$ cat config.mk
export PLATFORM = sky130hd
export DESIGN_NAME = atp_aux_timer_pair_counter
export DESIGN_NICKNAME = d
export VERILOG_FILES = /design/src/aux_timer_pair_counter.v
export VERILOG_INCLUDE_DIRS = /design/src
export SDC_FILE = /design/constraint.sdc
export NUM_CORES = 1
export LEC_CHECK = 0
export BUFFER_PORTS_ARGS = -buffer_cell sky130_fd_sc_hd__buf_2
export CORE_MARGIN = 1
export CORE_UTILIZATION = 25
export CTS_CLUSTER_DIAMETER = 100
export DETAILED_ROUTE_END_ITERATION = 16
export PLACE_DENSITY_LB_ADDON = 0.3
export SYNTH_ARGS = -nofsm -noshare
export SYNTH_HDL_FRONTEND = slang
export SYNTH_SLANG_ARGS = --single-unit
$ cat constraint.sdc
create_clock -name sys_clk_i -period 8.5 [get_ports sys_clk_i]
set_clock_uncertainty 0.2 [all_clocks]
set_input_delay 0.425 -clock sys_clk_i [delete_from_list [all_inputs] [get_ports sys_clk_i]]
set_output_delay 0.425 -clock sys_clk_i [all_outputs]
set_load 0.05 [all_outputs]
$ cat src/aux_timer_pair_counter_map.vh
`ifndef AUX_TIMER_PAIR_COUNTER_MAP_VH
`define AUX_TIMER_PAIR_COUNTER_MAP_VH

`define ATP_ADDR_CTRL_A   16'hFF40
`define ATP_ADDR_CTRL_B   16'hFF44
`define ATP_ADDR_CNT_A    16'hFF48
`define ATP_ADDR_CNT_B    16'hFF4C
`define ATP_ADDR_STATUS   16'hFF50
`define ATP_ADDR_MASK     16'hFF54

`define ATP_CTRL_RESET    9'h000
`define ATP_CNT_RESET     16'h0000
`define ATP_SEL_LSB       0
`define ATP_SEL_MSB       2
`define ATP_MODE_LSB      3
`define ATP_MODE_MSB      5
`define ATP_RUN_BIT       6
`define ATP_UD_BIT        7
`define ATP_UDE_BIT       8

`define ATP_MODE_TIMER    3'h0
`define ATP_MODE_COUNTER  3'h1
`define ATP_MODE_GATE_LO  3'h2
`define ATP_MODE_GATE_HI  3'h3
`define ATP_MODE_RELOAD   3'h4
`define ATP_MODE_CAPTURE  3'h5
`define ATP_MODE_INCR     3'h6
`define ATP_MODE_RSVD     3'h7

`define ATP_PSC_BASE      11'h008
`define ATP_CNT_MAX       16'hFFFF
`define ATP_CNT_MIN       16'h0000

`endif

$ cat src/aux_timer_pair_counter.v
`timescale 1ns/1ps
`include "aux_timer_pair_counter_map.vh"

module atp_aux_timer_pair_counter (
  input  wire        sys_clk_i,
  input  wire        reset_n_i,
  input  wire        clk_en_i,
  input  wire [15:0] avs_address_i,
  input  wire        avs_read_i,
  input  wire        avs_write_i,
  input  wire [31:0] avs_writedata_i,
  input  wire [3:0]  avs_byteenable_i,
  output reg  [31:0] avs_readdata_o,
  output reg         avs_waitrequest_o,
  input  wire [1:0]  count_input_pin_i,
  input  wire [1:0]  count_dir_pin_i,
  input  wire        core_output_toggle_latch_i,
  input  wire        core_overflow_i,
  input  wire [15:0] core_timer_value_i,
  output reg         reload_strobe_o,
  output reg  [15:0] reload_value_o,
  output reg         irq_o
);

  // Byte lanes three and two carry nothing; every register fits in the low half-word.
  function [15:0] byte_merge;
    input [15:0] old_val;
    input [15:0] new_val;
    input [1:0]  be;
    begin
      byte_merge = {(be[1] ? new_val[15:8] : old_val[15:8]),
                    (be[0] ? new_val[7:0]  : old_val[7:0])};
    end
  endfunction

  // Bus handshake.
  wire        bus_req;
  wire        bus_fire;
  wire        wr_fire;
  reg  [31:0] rd_next;

  assign bus_req  = avs_read_i | avs_write_i;
  // Writes land only at the edge that completes the access, never in the wait cycle.
  assign bus_fire = clk_en_i & bus_req & ~avs_waitrequest_o;
  assign wr_fire  = bus_fire & avs_write_i;

  // Shared prescaler base; each channel taps its own division ratio.
  // A timer started mid-period sees its first tick early, by up to one prescaler period.
  reg  [9:0]  psc_reg;
  wire [9:0]  psc_next;

  assign psc_next = psc_reg + 10'h001;

  always @(posedge sys_clk_i or negedge reset_n_i) begin
    if (!reset_n_i) begin
      psc_reg <= 10'h000;
    end else if (clk_en_i) begin
      psc_reg <= psc_next;
    end
  end

  // Core toggle latch seen on the same clock: no synchroniser needed.
  reg         otl_d_reg;
  reg         ovf_d_reg;
  wire        otl_rise;
  wire        otl_fall;

  always @(posedge sys_clk_i or negedge reset_n_i) begin
    if (!reset_n_i) begin
      otl_d_reg <= 1'b0;
      ovf_d_reg <= 1'b0;
    end else if (clk_en_i) begin
      otl_d_reg <= core_output_toggle_latch_i;
      ovf_d_reg <= core_overflow_i;
    end
  end

  // A latch change counts only in the cycle after a core overflow, so software writes are ignored.
  assign otl_rise = ovf_d_reg & core_output_toggle_latch_i & ~otl_d_reg;
  assign otl_fall = ovf_d_reg & ~core_output_toggle_latch_i & otl_d_reg;

  wire [17:0] ctrl_w;
  wire [31:0] cnt_w;
  wire [1:0]  evt_w;
  wire [1:0]  trig_w;

  genvar g;
  generate
    for (g = 0; g < 2; g = g + 1) begin : chan
      localparam [15:0] CTRL_ADDR = (g == 0) ? `ATP_ADDR_CTRL_A : `ATP_ADDR_CTRL_B;
      localparam [15:0] CNT_ADDR  = (g == 0) ? `ATP_ADDR_CNT_A  : `ATP_ADDR_CNT_B;

      reg  [8:0]  ctrl_reg;
      reg  [15:0] cnt_reg;
      reg  [15:0] cnt_next;
      reg  [1:0]  sync1_reg;
      reg  [1:0]  sync2_reg;
      reg  [1:0]  sync3_reg;
      reg  [1:0]  flt_reg;
      wire [1:0]  flt_next;
      wire [1:0]  agree;
      wire [2:0]  sel;
      wire [2:0]  mode;
      wire        run;
      wire        count_down;
      wire [10:0] psc_mask;
      wire        tick;
      wire        pin_lvl;
      wire        pin_rise;
      wire        pin_fall;
      wire        src_rise;
      wire        src_fall;
      wire        edge_hit;
      wire        cap_hit;
      reg         adv;
      reg         ovf;
      reg         trig;
      reg         capt;
      wire [15:0] ctrl_wr;

      // Bit 0 is the count/gate pin, bit 1 the external direction pin.
      always @(posedge sys_clk_i or negedge reset_n_i) begin
        if (!reset_n_i) begin
          sync1_reg <= 2'h0;
          sync2_reg <= 2'h0;
          sync3_reg <= 2'h0;
          flt_reg   <= 2'h0;
        end else if (clk_en_i) begin
          sync1_reg <= {count_dir_pin_i[g], count_input_pin_i[g]};
          sync2_reg <= sync1_reg;
          sync3_reg <= sync2_reg;
          flt_reg   <= flt_next;
        end
      end

      // Pin edges act four clocks after the pin moves; pulses shorter than two clocks are lost.
      // A level is accepted once the second and third stages agree.
      assign agree    = ~(sync2_reg ^ sync3_reg);
      assign flt_next = (sync3_reg & agree) | (flt_reg & ~agree);
      assign pin_lvl  = flt_reg[0];
      assign pin_rise = flt_next[0] & ~flt_reg[0];
      assign pin_fall = ~flt_next[0] & flt_reg[0];

      assign sel        = ctrl_reg[`ATP_SEL_MSB:`ATP_SEL_LSB];
      assign mode       = ctrl_reg[`ATP_MODE_MSB:`ATP_MODE_LSB];
      assign run        = ctrl_reg[`ATP_RUN_BIT];
      // Pin high with external direction enabled inverts the programmed direction.
      assign count_down = ctrl_reg[`ATP_UD_BIT] ^ (ctrl_reg[`ATP_UDE_BIT] & flt_reg[1]);

      assign psc_mask = (`ATP_PSC_BASE << sel) - 11'h001;
      assign tick     = ((psc_reg & psc_mask[9:0]) == psc_mask[9:0]);

      assign src_rise = sel[2] ? otl_rise : pin_rise;
      assign src_fall = sel[2] ? otl_fall : pin_fall;
      assign edge_hit = (sel[0] & src_rise) | (sel[1] & src_fall);
      assign cap_hit  = (sel[0] & pin_rise) | (sel[1] & pin_fall);

      // Bits above the direction enable are not stored and read back as zero.
      assign ctrl_wr  = byte_merge({7'h00, ctrl_reg}, avs_writedata_i[15:0], avs_byteenable_i[1:0]);

      always @* begin
        adv  = 1'b0;
        trig = 1'b0;
        capt = 1'b0;
        case (mode)
          `ATP_MODE_TIMER: begin
            adv = run & tick;
          end
          `ATP_MODE_COUNTER: begin
            adv = run & edge_hit;
          end
          `ATP_MODE_GATE_LO: begin
            adv = run & tick & ~pin_lvl;
          end
          `ATP_MODE_GATE_HI: begin
            adv = run & tick & pin_lvl;
          end
          `ATP_MODE_RELOAD: begin
            trig = edge_hit;
          end
          `ATP_MODE_CAPTURE: begin
            capt = cap_hit;
          end
          // Incremental and reserved modes hold the count and raise nothing.
          default: begin
            adv = 1'b0;
          end
        endcase
      end

      // A software write to the count wins over a capture or a count in the same cycle.
      always @* begin
        ovf      = 1'b0;
        cnt_next = cnt_reg;
        if (wr_fire && avs_address_i == CNT_ADDR) begin
          cnt_next = byte_merge(cnt_reg, avs_writedata_i[15:0], avs_byteenable_i[1:0]);
        end else if (capt) begin
          cnt_next = core_timer_value_i;
        end else if (adv) begin
          if (count_down) begin
            cnt_next = cnt_reg - 16'h0001;
            ovf      = (cnt_reg == `ATP_CNT_MIN);
          end else begin
            cnt_next = cnt_reg + 16'h0001;
            ovf      = (cnt_reg == `ATP_CNT_MAX);
          end
        end
      end

      always @(posedge sys_clk_i or negedge reset_n_i) begin
        if (!reset_n_i) begin
          ctrl_reg <= `ATP_CTRL_RESET;
          cnt_reg  <= `ATP_CNT_RESET;
        end else if (clk_en_i) begin
          if (wr_fire && avs_address_i == CTRL_ADDR) begin
            ctrl_reg <= ctrl_wr[8:0];
          end
          cnt_reg <= cnt_next;
        end
      end

      assign ctrl_w[g*9 +: 9]   = ctrl_reg;
      assign cnt_w[g*16 +: 16]  = cnt_reg;
      assign evt_w[g]           = ovf | trig | capt;
      assign trig_w[g]          = trig;
    end
  endgenerate

  // Interrupt status and mask.
  reg  [1:0]  status_reg;
  reg  [1:0]  mask_reg;
  wire [1:0]  status_clr;
  wire [1:0]  status_next;

  // Only byte lane zero can clear flags.
  assign status_clr  = (wr_fire && avs_address_i == `ATP_ADDR_STATUS && avs_byteenable_i[0]) ?
                       avs_writedata_i[1:0] : 2'h0;
  // A new event beats a simultaneous write-one-to-clear.
  assign status_next = (status_reg & ~status_clr) | evt_w;

  always @(posedge sys_clk_i or negedge reset_n_i) begin
    if (!reset_n_i) begin
      status_reg <= 2'h0;
    end else if (clk_en_i) begin
      status_reg <= status_next;
    end
  end

  // Masking gates only the request line; status bits still set while masked.
  always @(posedge sys_clk_i or negedge reset_n_i) begin
    if (!reset_n_i) begin
      mask_reg <= 2'h0;
    end else if (clk_en_i) begin
      if (wr_fire && avs_address_i == `ATP_ADDR_MASK && avs_byteenable_i[0]) begin
        mask_reg <= avs_writedata_i[1:0];
      end
    end
  end

  // The request follows a new status at once but a new mask one cycle later.
  always @(posedge sys_clk_i or negedge reset_n_i) begin
    if (!reset_n_i) begin
      irq_o <= 1'b0;
    end else if (clk_en_i) begin
      irq_o <= |(status_next & mask_reg);
    end
  end

  // Reload toward the core timer is the only output on the core side; no toggle latch is kept.
  always @(posedge sys_clk_i or negedge reset_n_i) begin
    if (!reset_n_i) begin
      reload_strobe_o <= 1'b0;
    end else if (clk_en_i) begin
      reload_strobe_o <= |trig_w;
    end
  end

  // Timer B wins if both fire together; the value holds between strobes.
  always @(posedge sys_clk_i or negedge reset_n_i) begin
    if (!reset_n_i) begin
      reload_value_o <= 16'h0000;
    end else if (clk_en_i) begin
      if (trig_w[1]) begin
        reload_value_o <= cnt_w[31:16];
      end else if (trig_w[0]) begin
        reload_value_o <= cnt_w[15:0];
      end
    end
  end

  // Read mux; unmapped addresses read zero.
  always @* begin
    rd_next = 32'h00000000;
    case (avs_address_i)
      `ATP_ADDR_CTRL_A: begin
        rd_next = {23'h000000, ctrl_w[8:0]};
      end
      `ATP_ADDR_CTRL_B: begin
        rd_next = {23'h000000, ctrl_w[17:9]};
      end
      `ATP_ADDR_CNT_A: begin
        rd_next = {16'h0000, cnt_w[15:0]};
      end
      `ATP_ADDR_CNT_B: begin
        rd_next = {16'h0000, cnt_w[31:16]};
      end
      `ATP_ADDR_STATUS: begin
        rd_next = {30'h00000000, status_reg};
      end
      `ATP_ADDR_MASK: begin
        rd_next = {30'h00000000, mask_reg};
      end
      default: begin
        rd_next = 32'h00000000;
      end
    endcase
  end

  // Each access waits one cycle so read data is registered before the completing edge.
  always @(posedge sys_clk_i or negedge reset_n_i) begin
    if (!reset_n_i) begin
      avs_waitrequest_o <= 1'b1;
    end else if (clk_en_i) begin
      if (bus_req && avs_waitrequest_o) begin
        avs_waitrequest_o <= 1'b0;
      end else begin
        avs_waitrequest_o <= 1'b1;
      end
    end
  end

  // Read data is loaded in the wait cycle and then holds until the next access.
  always @(posedge sys_clk_i or negedge reset_n_i) begin
    if (!reset_n_i) begin
      avs_readdata_o <= 32'h00000000;
    end else if (clk_en_i) begin
      if (bus_req && avs_waitrequest_o) begin
        avs_readdata_o <= rd_next;
      end
    end
  end

endmodule // atp_aux_timer_pair_counter

==> results of run 1 <==
per-layer routing:
layer  vias up  GRT usage [%]  wire length, microns
met2       183          24.02                 11230
met1      3313          21.66                 12030
li1       3340              -                     -
met5         -              0                     0
met3        24          3.566                  1139
met4         0          4.552                   365
critical path: cells and delay by family, from the launching register on:
family          cells  cell delay (ps)
compound gates      8             1960
xor+xnor            1              430
fa+ha+maj           1              530
buf+inv             1              410
flops               1              410
simple gates        1              100
Yosys cell counts, types with 4 or more instances:
| master | number |
|---|---|
| inv_1 | 25 |
| a211oi_1 | 16 |
| xnor2_1 | 19 |
| nor3_1 | 18 |
| or3_1 | 7 |
| o21bai_1 | 5 |
| xor2_1 | 17 |
| nand3b_1 | 5 |
| nand3_1 | 17 |
| buf_2 | 14 |
| o21a_1 | 4 |
| mux2_2 | 32 |
| a221oi_1 | 7 |
| nor4_1 | 10 |
| mux2i_1 | 22 |
| dfrtp_1 | 116 |
| buf_4 | 19 |
| a22o_1 | 9 |
| ha_1 | 31 |
| o31ai_1 | 7 |
| a21o_1 | 9 |
| nor2_1 | 50 |
| o21ai_0 | 80 |
| and3_1 | 10 |
| clkbuf_1 | 23 |
| o211a_1 | 6 |
| o211ai_1 | 19 |
| nand4_1 | 21 |
| nand2_1 | 83 |
| nand2b_1 | 10 |
| a22oi_1 | 8 |
| a31oi_1 | 6 |
| nor2b_1 | 10 |
| nand4b_1 | 5 |
| a21oi_1 | 58 |
power groups by stage:
stage	clock, W	sequential (W)	combinational (W)
floorplan	0	0.000648	0.000127
global placement	0	0.000669	0.000180
detailed placement	0	0.000671	0.000182
CTS	0.000808	0.000661	0.000184
global route	0.000833	0.000669	0.000203
finish	0.000796	0.000661	0.000182
timing repair:
action                                 4_1_cts  5_1_grt
endpoints found under the hold margin       57        0
hold buffers                                 1        0
resized for setup                            0        0
worst max path at each step:
stage | start | endpoint | slack (ps) | cells past startpoint
finish | flop | chan[1].cnt_reg[14] | 4360 | 12
global route | flop | chan[1].cnt_reg[14] | 4120 | 12
CTS | flop | chan[1].cnt_reg[14] | 4390 | 12
detailed placement | flop | chan[1].cnt_reg[14] | 4400 | 12
global placement | flop | chan[1].cnt_reg[14] | 4440 | 12
floorplan | chan[0].ctrl_reg[7] | chan[0].cnt_reg[10] | 5040 | 10
kinds of logic (layout without fill, tap and decap cells):
logic type	count (synthesis)	count (layout)
DFF	117	117
buffers and inverters	87	161
AOI/OAI and AO/OA	262	262
other	1	16
muxes	59	59
and+or+nand+nor	269	269
xor gates and xnor gates	36	36
adders and majority gates	33	33
area by class of cell:
cell class / count / area (sq um)
timing repair buffer: 104 / 548.0
clock buffer: 24 / 511.7
multi-input combinational: 675 / 4584
inverter: 25 / 93.84
tap: 396 / 495.5
clock inverter: 8 / 143.9
fill: 3254 / 21440
sequential: 117 / 2929
through the flow:
| stage | util (%) | setup WS [ps] | hold WS, ps | power, W | cells |
|---|---|---|---|---|---|
| after floorplan | - | 5037 | -70.59 | 0.0007754 | 879 |
| after global placement | 28.10 | 4439 | 258.3 | 0.0008487 | 1316 |
| after detailed placement | 28.10 | 4401 | 267.9 | 0.0008527 | 1316 |
| after CTS | 30.27 | 4389 | 24.23 | 0.001653 | 1349 |
| after global routing | 30.27 | 4123 | 27.16 | 0.001704 | 1349 |
| final | 30.27 | 4363 | 36.34 | 0.001639 | 1349 |
==> impl_metrics.toml, run 1 <==
[run_status]
run_status = "finished, final reports clean"

[final_layout]
diodes = 0
nets = 1052
largest_reg_flops = 32
final_cell_mix = "dfrtp_1, buf_2, nand2_1"
final_common_cell = "dfrtp_1"
drive_above_1_share_pct = 19.31
syn_to_final_growth_pct = 18.19
design_area_sq_um = 9306

[routing]
drt-vias-per-instance = 5.085
postRouteAntennaNets = 0
dr.pass1.iters = 11
routed_wl_microns = 24760
vias = 6860
wl_per_cell_microns = 18.36
first_iter_violations = 479
drc = 0

[die]
coreArea_sq_um = 30750
dieWidth_microns = 179.5
die-area_sq_um = 32210
row_count = 64
initial_core_util_pct = 25.61
die_h_microns = 179.5
num_io_pins = 130

[yosys]
synth_top_area_share_pct = 36.87
synth.avg_cell_area_sq_um = 9.113
synth.largest_area_cell = "dfrtp_1"
yosys_warnings = 0
synth_seq_cells = 117
synth_xor_area_share_pct = 4.004
synth_edf_count = 0
yosysSeqAreaShare_pct = 37.20
syn_area_sq_um = 7874
synth_area_leaders = "dfrtp_1, o21ai_0, ha_1, mux2_2, nand2_1"
synth_top_family_by_area = "compound AO/OA/AOI/OAI gates"
synth.area.mux_share_pct = 8.470
ys_async_sr_fraction_pct = 100.0
syn_inst = 864
synthDistinctLibCells = 80
synth_compound_area_share_pct = 21.47
synth_ff_type = "dfrtp_1"
synth-simple-area-share_pct = 17.89
synthAdderAreaFrac_pct = 5.435

[timing]
finalHoldViolCount = 0
rsz0062_at_grt = "false"
post-route-min-period_ps = 4137
setup_viol = 0
worst_pin_slew_ps = 1105
slew_violations = 0
timing.fmax_ghz = 0.2417
finalCritPeriodShare_pct = 48.68
slew_headroom_pct = 26.01
finalSetupTns_ps = 0

[clock_tree]
clk_pin_slew_ps = 60
cts_buffers = 17
clock_latency_ps = 420
clockBufferDepth = 2
root_buffer = "clkbuf_16"
post_cts_buffers = 0
cts_tree = "yes"
cts_max_level = 4
cts.sinks = 117

[critical_path]
reg2regPathDepth = 12
crit_chain = "nand2_1 > xor2_1 > inv_1 > fa_1 > a211oi_1 > o21ai_1 > a31oi_1 > o21ai_0 > a2111oi_2 > o211a_1 > a211oi_1 > a211oi_1"
r2r_end = "chan[1].cnt_reg[14]"
critPathLaunchType = "flop"
cpPeakStageDelay_ps = 530
path_max_fanout = 15
reg2reg_slack_ps = 4360
worstPathRequired_ps = 8630
cp.arrival_ps = 4270
critPathKind = "reg2reg"
crit_path_frequent_cell = "a211oi_1"
cp-end-kind = "flop"
crit_slowest_cell = "fa_1"

[pwr]
swShare_pct = 26.00
comb_power_share_pct = 11.1
p_leak_nw = 4.270
power.net_switching_w = 0.0004262
clock_power_share_pct = 48.6
p_int_w = 0.001213
seq_power_share_pct = 40.3
powerDensity_nw_per_um2 = 176.1
ir_worst_vdd_mv = 0.1173

[global_routing]
grt_usage_pct = 15.58
grt_first_pass_wirelength_microns = 38530
grt_overflow = 0
grt_max_degree = 60
grt_pass1_vias = 6376
antenna_found_initial = 0

[place]
gp_congestion = 0.8768
dpl_cell_area_sq_um = 8641
io_buffer_count = 95
hpwlAfterDp_microns = 18450

[worst_hold_path]
hold_path_class = "in2reg"
min_path_cells = 2
hold_end = "ovf_d_reg"
worstHoldStart = "core_overflow_i"

[flow_run]
drv_cap = 0
Power figures use the tool's default switching activity.
==> run 2: changes to the inputs <==
clock period = 4.32 ns   (was 8.5 ns; I/O delays follow)
==> run 2 against run 1 <==
  * Clock-buffer cell count down 5
  * Combinational power up 110%
  * Sequential power up 97%
  * Flip-flop and latch count unchanged
  * The run now ends with DRC left
  * Global-route usage up 0.18 points
  * Routed wire length up 1.4%
  * Design area up 2.3%
  * Via count up 1.5%
==> impl_metrics.toml, run 2 (same netlist as run 1, synthesis figures left out) <==
[routing]
postRouteAntennaNets = 0
drc = 2
wl_per_cell_microns = 18.13
vias = 6962
routed_wl_microns = 25100
first_iter_violations = 495
dr.pass1.iters = 11
drt-vias-per-instance = 5.030

[global_routing]
grt_max_degree = 43
grt_first_pass_wirelength_microns = 39360
grt_usage_pct = 15.76
grt_overflow = 0
antenna_found_initial = 1
grt_pass1_vias = 6688

[clock_tree]
cts.sinks = 117
clk_pin_slew_ps = 60
clock_latency_ps = 430
post_cts_buffers = 0
root_buffer = "clkbuf_16"
cts_tree = "yes"
clockBufferDepth = 2
cts_max_level = 4
cts_buffers = 17

[final_layout]
final_cell_mix = "dfrtp_1, buf_2, nand2_1"
multiInputGateArea_sq_um = 4584
drive_above_1_share_pct = 19.35
syn_to_final_growth_pct = 20.88
fillers = 3243
largest_reg_flops = 32
final_common_cell = "dfrtp_1"
final-seq-area_sq_um = 2929
nets = 1086
layout.cells.non_filler = 1384

[place]
hpwlAfterDp_microns = 18770
dp_slack_ps = 666.2
gp_congestion = 0.8878
dp_cells = 1324
io_buffer_count = 95

[critical_path]
cp.arrival_ps = 3900
critPathBufInv = 1
crit_slowest_cell = "xnor2_1"
path_delay_family = "XOR/XNOR gates"
crit_chain = "nand2_1 > xnor2_1 > ha_1 > or2_2 > a21oi_1 > nand3b_1 > nand3_1 > o211ai_1 > xor2_1 > o211a_1 > o22ai_1 > dlygate4sd3_1"
critPathLaunchType = "flop"
reg2regPathDepth = 12
path_depth = 12
critPathKind = "reg2reg"
path_max_fanout = 8
cp-end-kind = "flop"
cpPeakStageDelay_ps = 720
worstPathRequired_ps = 4430
reg2reg_slack_ps = 530

[worst_hold_path]
min_path_cells = 5
hold_path_class = "in2reg"

[pwr]
ir_worst_vdd_mv = 0.2703
seq_power_share_pct = 43.4
swShare_pct = 28.88
p_int_w = 0.002131
powerDensity_nw_per_um2 = 314.8
p_leak_nw = 4.352
clock_power_share_pct = 44.0
power_w = 0.002996
comb_power_share_pct = 12.6
power.net_switching_w = 0.0008651

[timing]
slew_violations = 0
setup_slack_ps = 527.6
rsz0062_at_grt = "false"
finalCritPeriodShare_pct = 87.79
finalSetupTns_ps = 0
hold_ws_ps = 8.289
finalHoldViolCount = 0
slew_headroom_pct = 24.62
worst_pin_slew_ps = 1126
setup_viol = 0
timing.fmax_ghz = 0.2637
post-route-min-period_ps = 3792

[run_status]
violations = "DRC"
run_status = "finished with violations"

[die]
die-area_sq_um = 32210
die_h_microns = 179.5
num_io_pins = 130
row_count = 64
initial_core_util_pct = 25.61
dieWidth_microns = 179.5
coreArea_sq_um = 30750

[flow_run]
drv_cap = 0
## run 2: cell types whose count changed in the layout (fill, tap and decap cells not counted), sizes merged
cell / change
clkbuf: -5
diode: +1
bufinv: -3
clkinv: +4
clkinvlp: +4
dlygate4sd3: +26
buf: +8
## run 2: tightest hold or removal path, cell delays in order
cell	delay, ps
buf_2	100
a21oi_1	50
o21ai_0	70
o211ai_1	80
o21ai_1	70
## run 2: power by group through the flow
stage          combinational (W)  clock (W)  sequential (W)
3_3_place_gp            0.000353          0         0.00132
5_1_grt                 0.000422    0.00140         0.00132
6_report                0.000376    0.00132         0.00130
4_1_cts                 0.000381    0.00135         0.00130
3_5_place_dp            0.000360          0         0.00132
2_1_floorplan           0.000251          0         0.00127
## run 2: cell type report
cell class	count	area share (%)
Sequential cell	117	30.77
Timing Repair Buffer	138	9.123
Multi-Input combinational cell	675	48.17
Tap cell	396	5.206
Antenna cell	1	0.02629
Clock buffer	19	4.548
Inverter	25	0.9859
Clock inverter	13	1.170
## run 2: what timing repair did
item	CTS	global route
hold endpoints to repair	78	0
gates resized for setup	0	0
hold buffers	27	0
## run 2: per-layer routing
| metal | GRT usage [%] | vias up | wire (microns) |
|---|---|---|---|
| li1 | - | 3402 | - |
| met5 | 0 | - | 0 |
| met2 | 24.66 | 177 | 11280 |
| met4 | 5.793 | 0 | 556 |
| met1 | 21.72 | 3351 | 12230 |
| met3 | 2.715 | 32 | 1034 |
## run 2: path summary, 6_finish.rpt
| kind | start | to |
|---|---|---|
| max in group asynchronous | reset_n_i | chan[1].cnt_reg[11] |
| worst min-delay path | core_timer_value_i[12] | chan[0].cnt_reg[12] |
| worst max-delay path | flop | chan[0].cnt_reg[14] |
| min in group asynchronous | reset_n_i | chan[1].sync1_reg[1] |
| worst max register to register | flop | chan[0].cnt_reg[14] |
| worst min register to register | avs_readdata_o[14] | avs_readdata_o[14] |
## run 2: metrics by stage
step / instance area [sq um] / utilization (%)
4_1_cts: 9515 / 30.94
2_1_floorplan: 7930 / -
6_report: 9518 / 30.95
3_3_place_gp: 8701 / 28.30
3_5_place_dp: 8701 / 28.30
5_1_grt: 9518 / 30.95
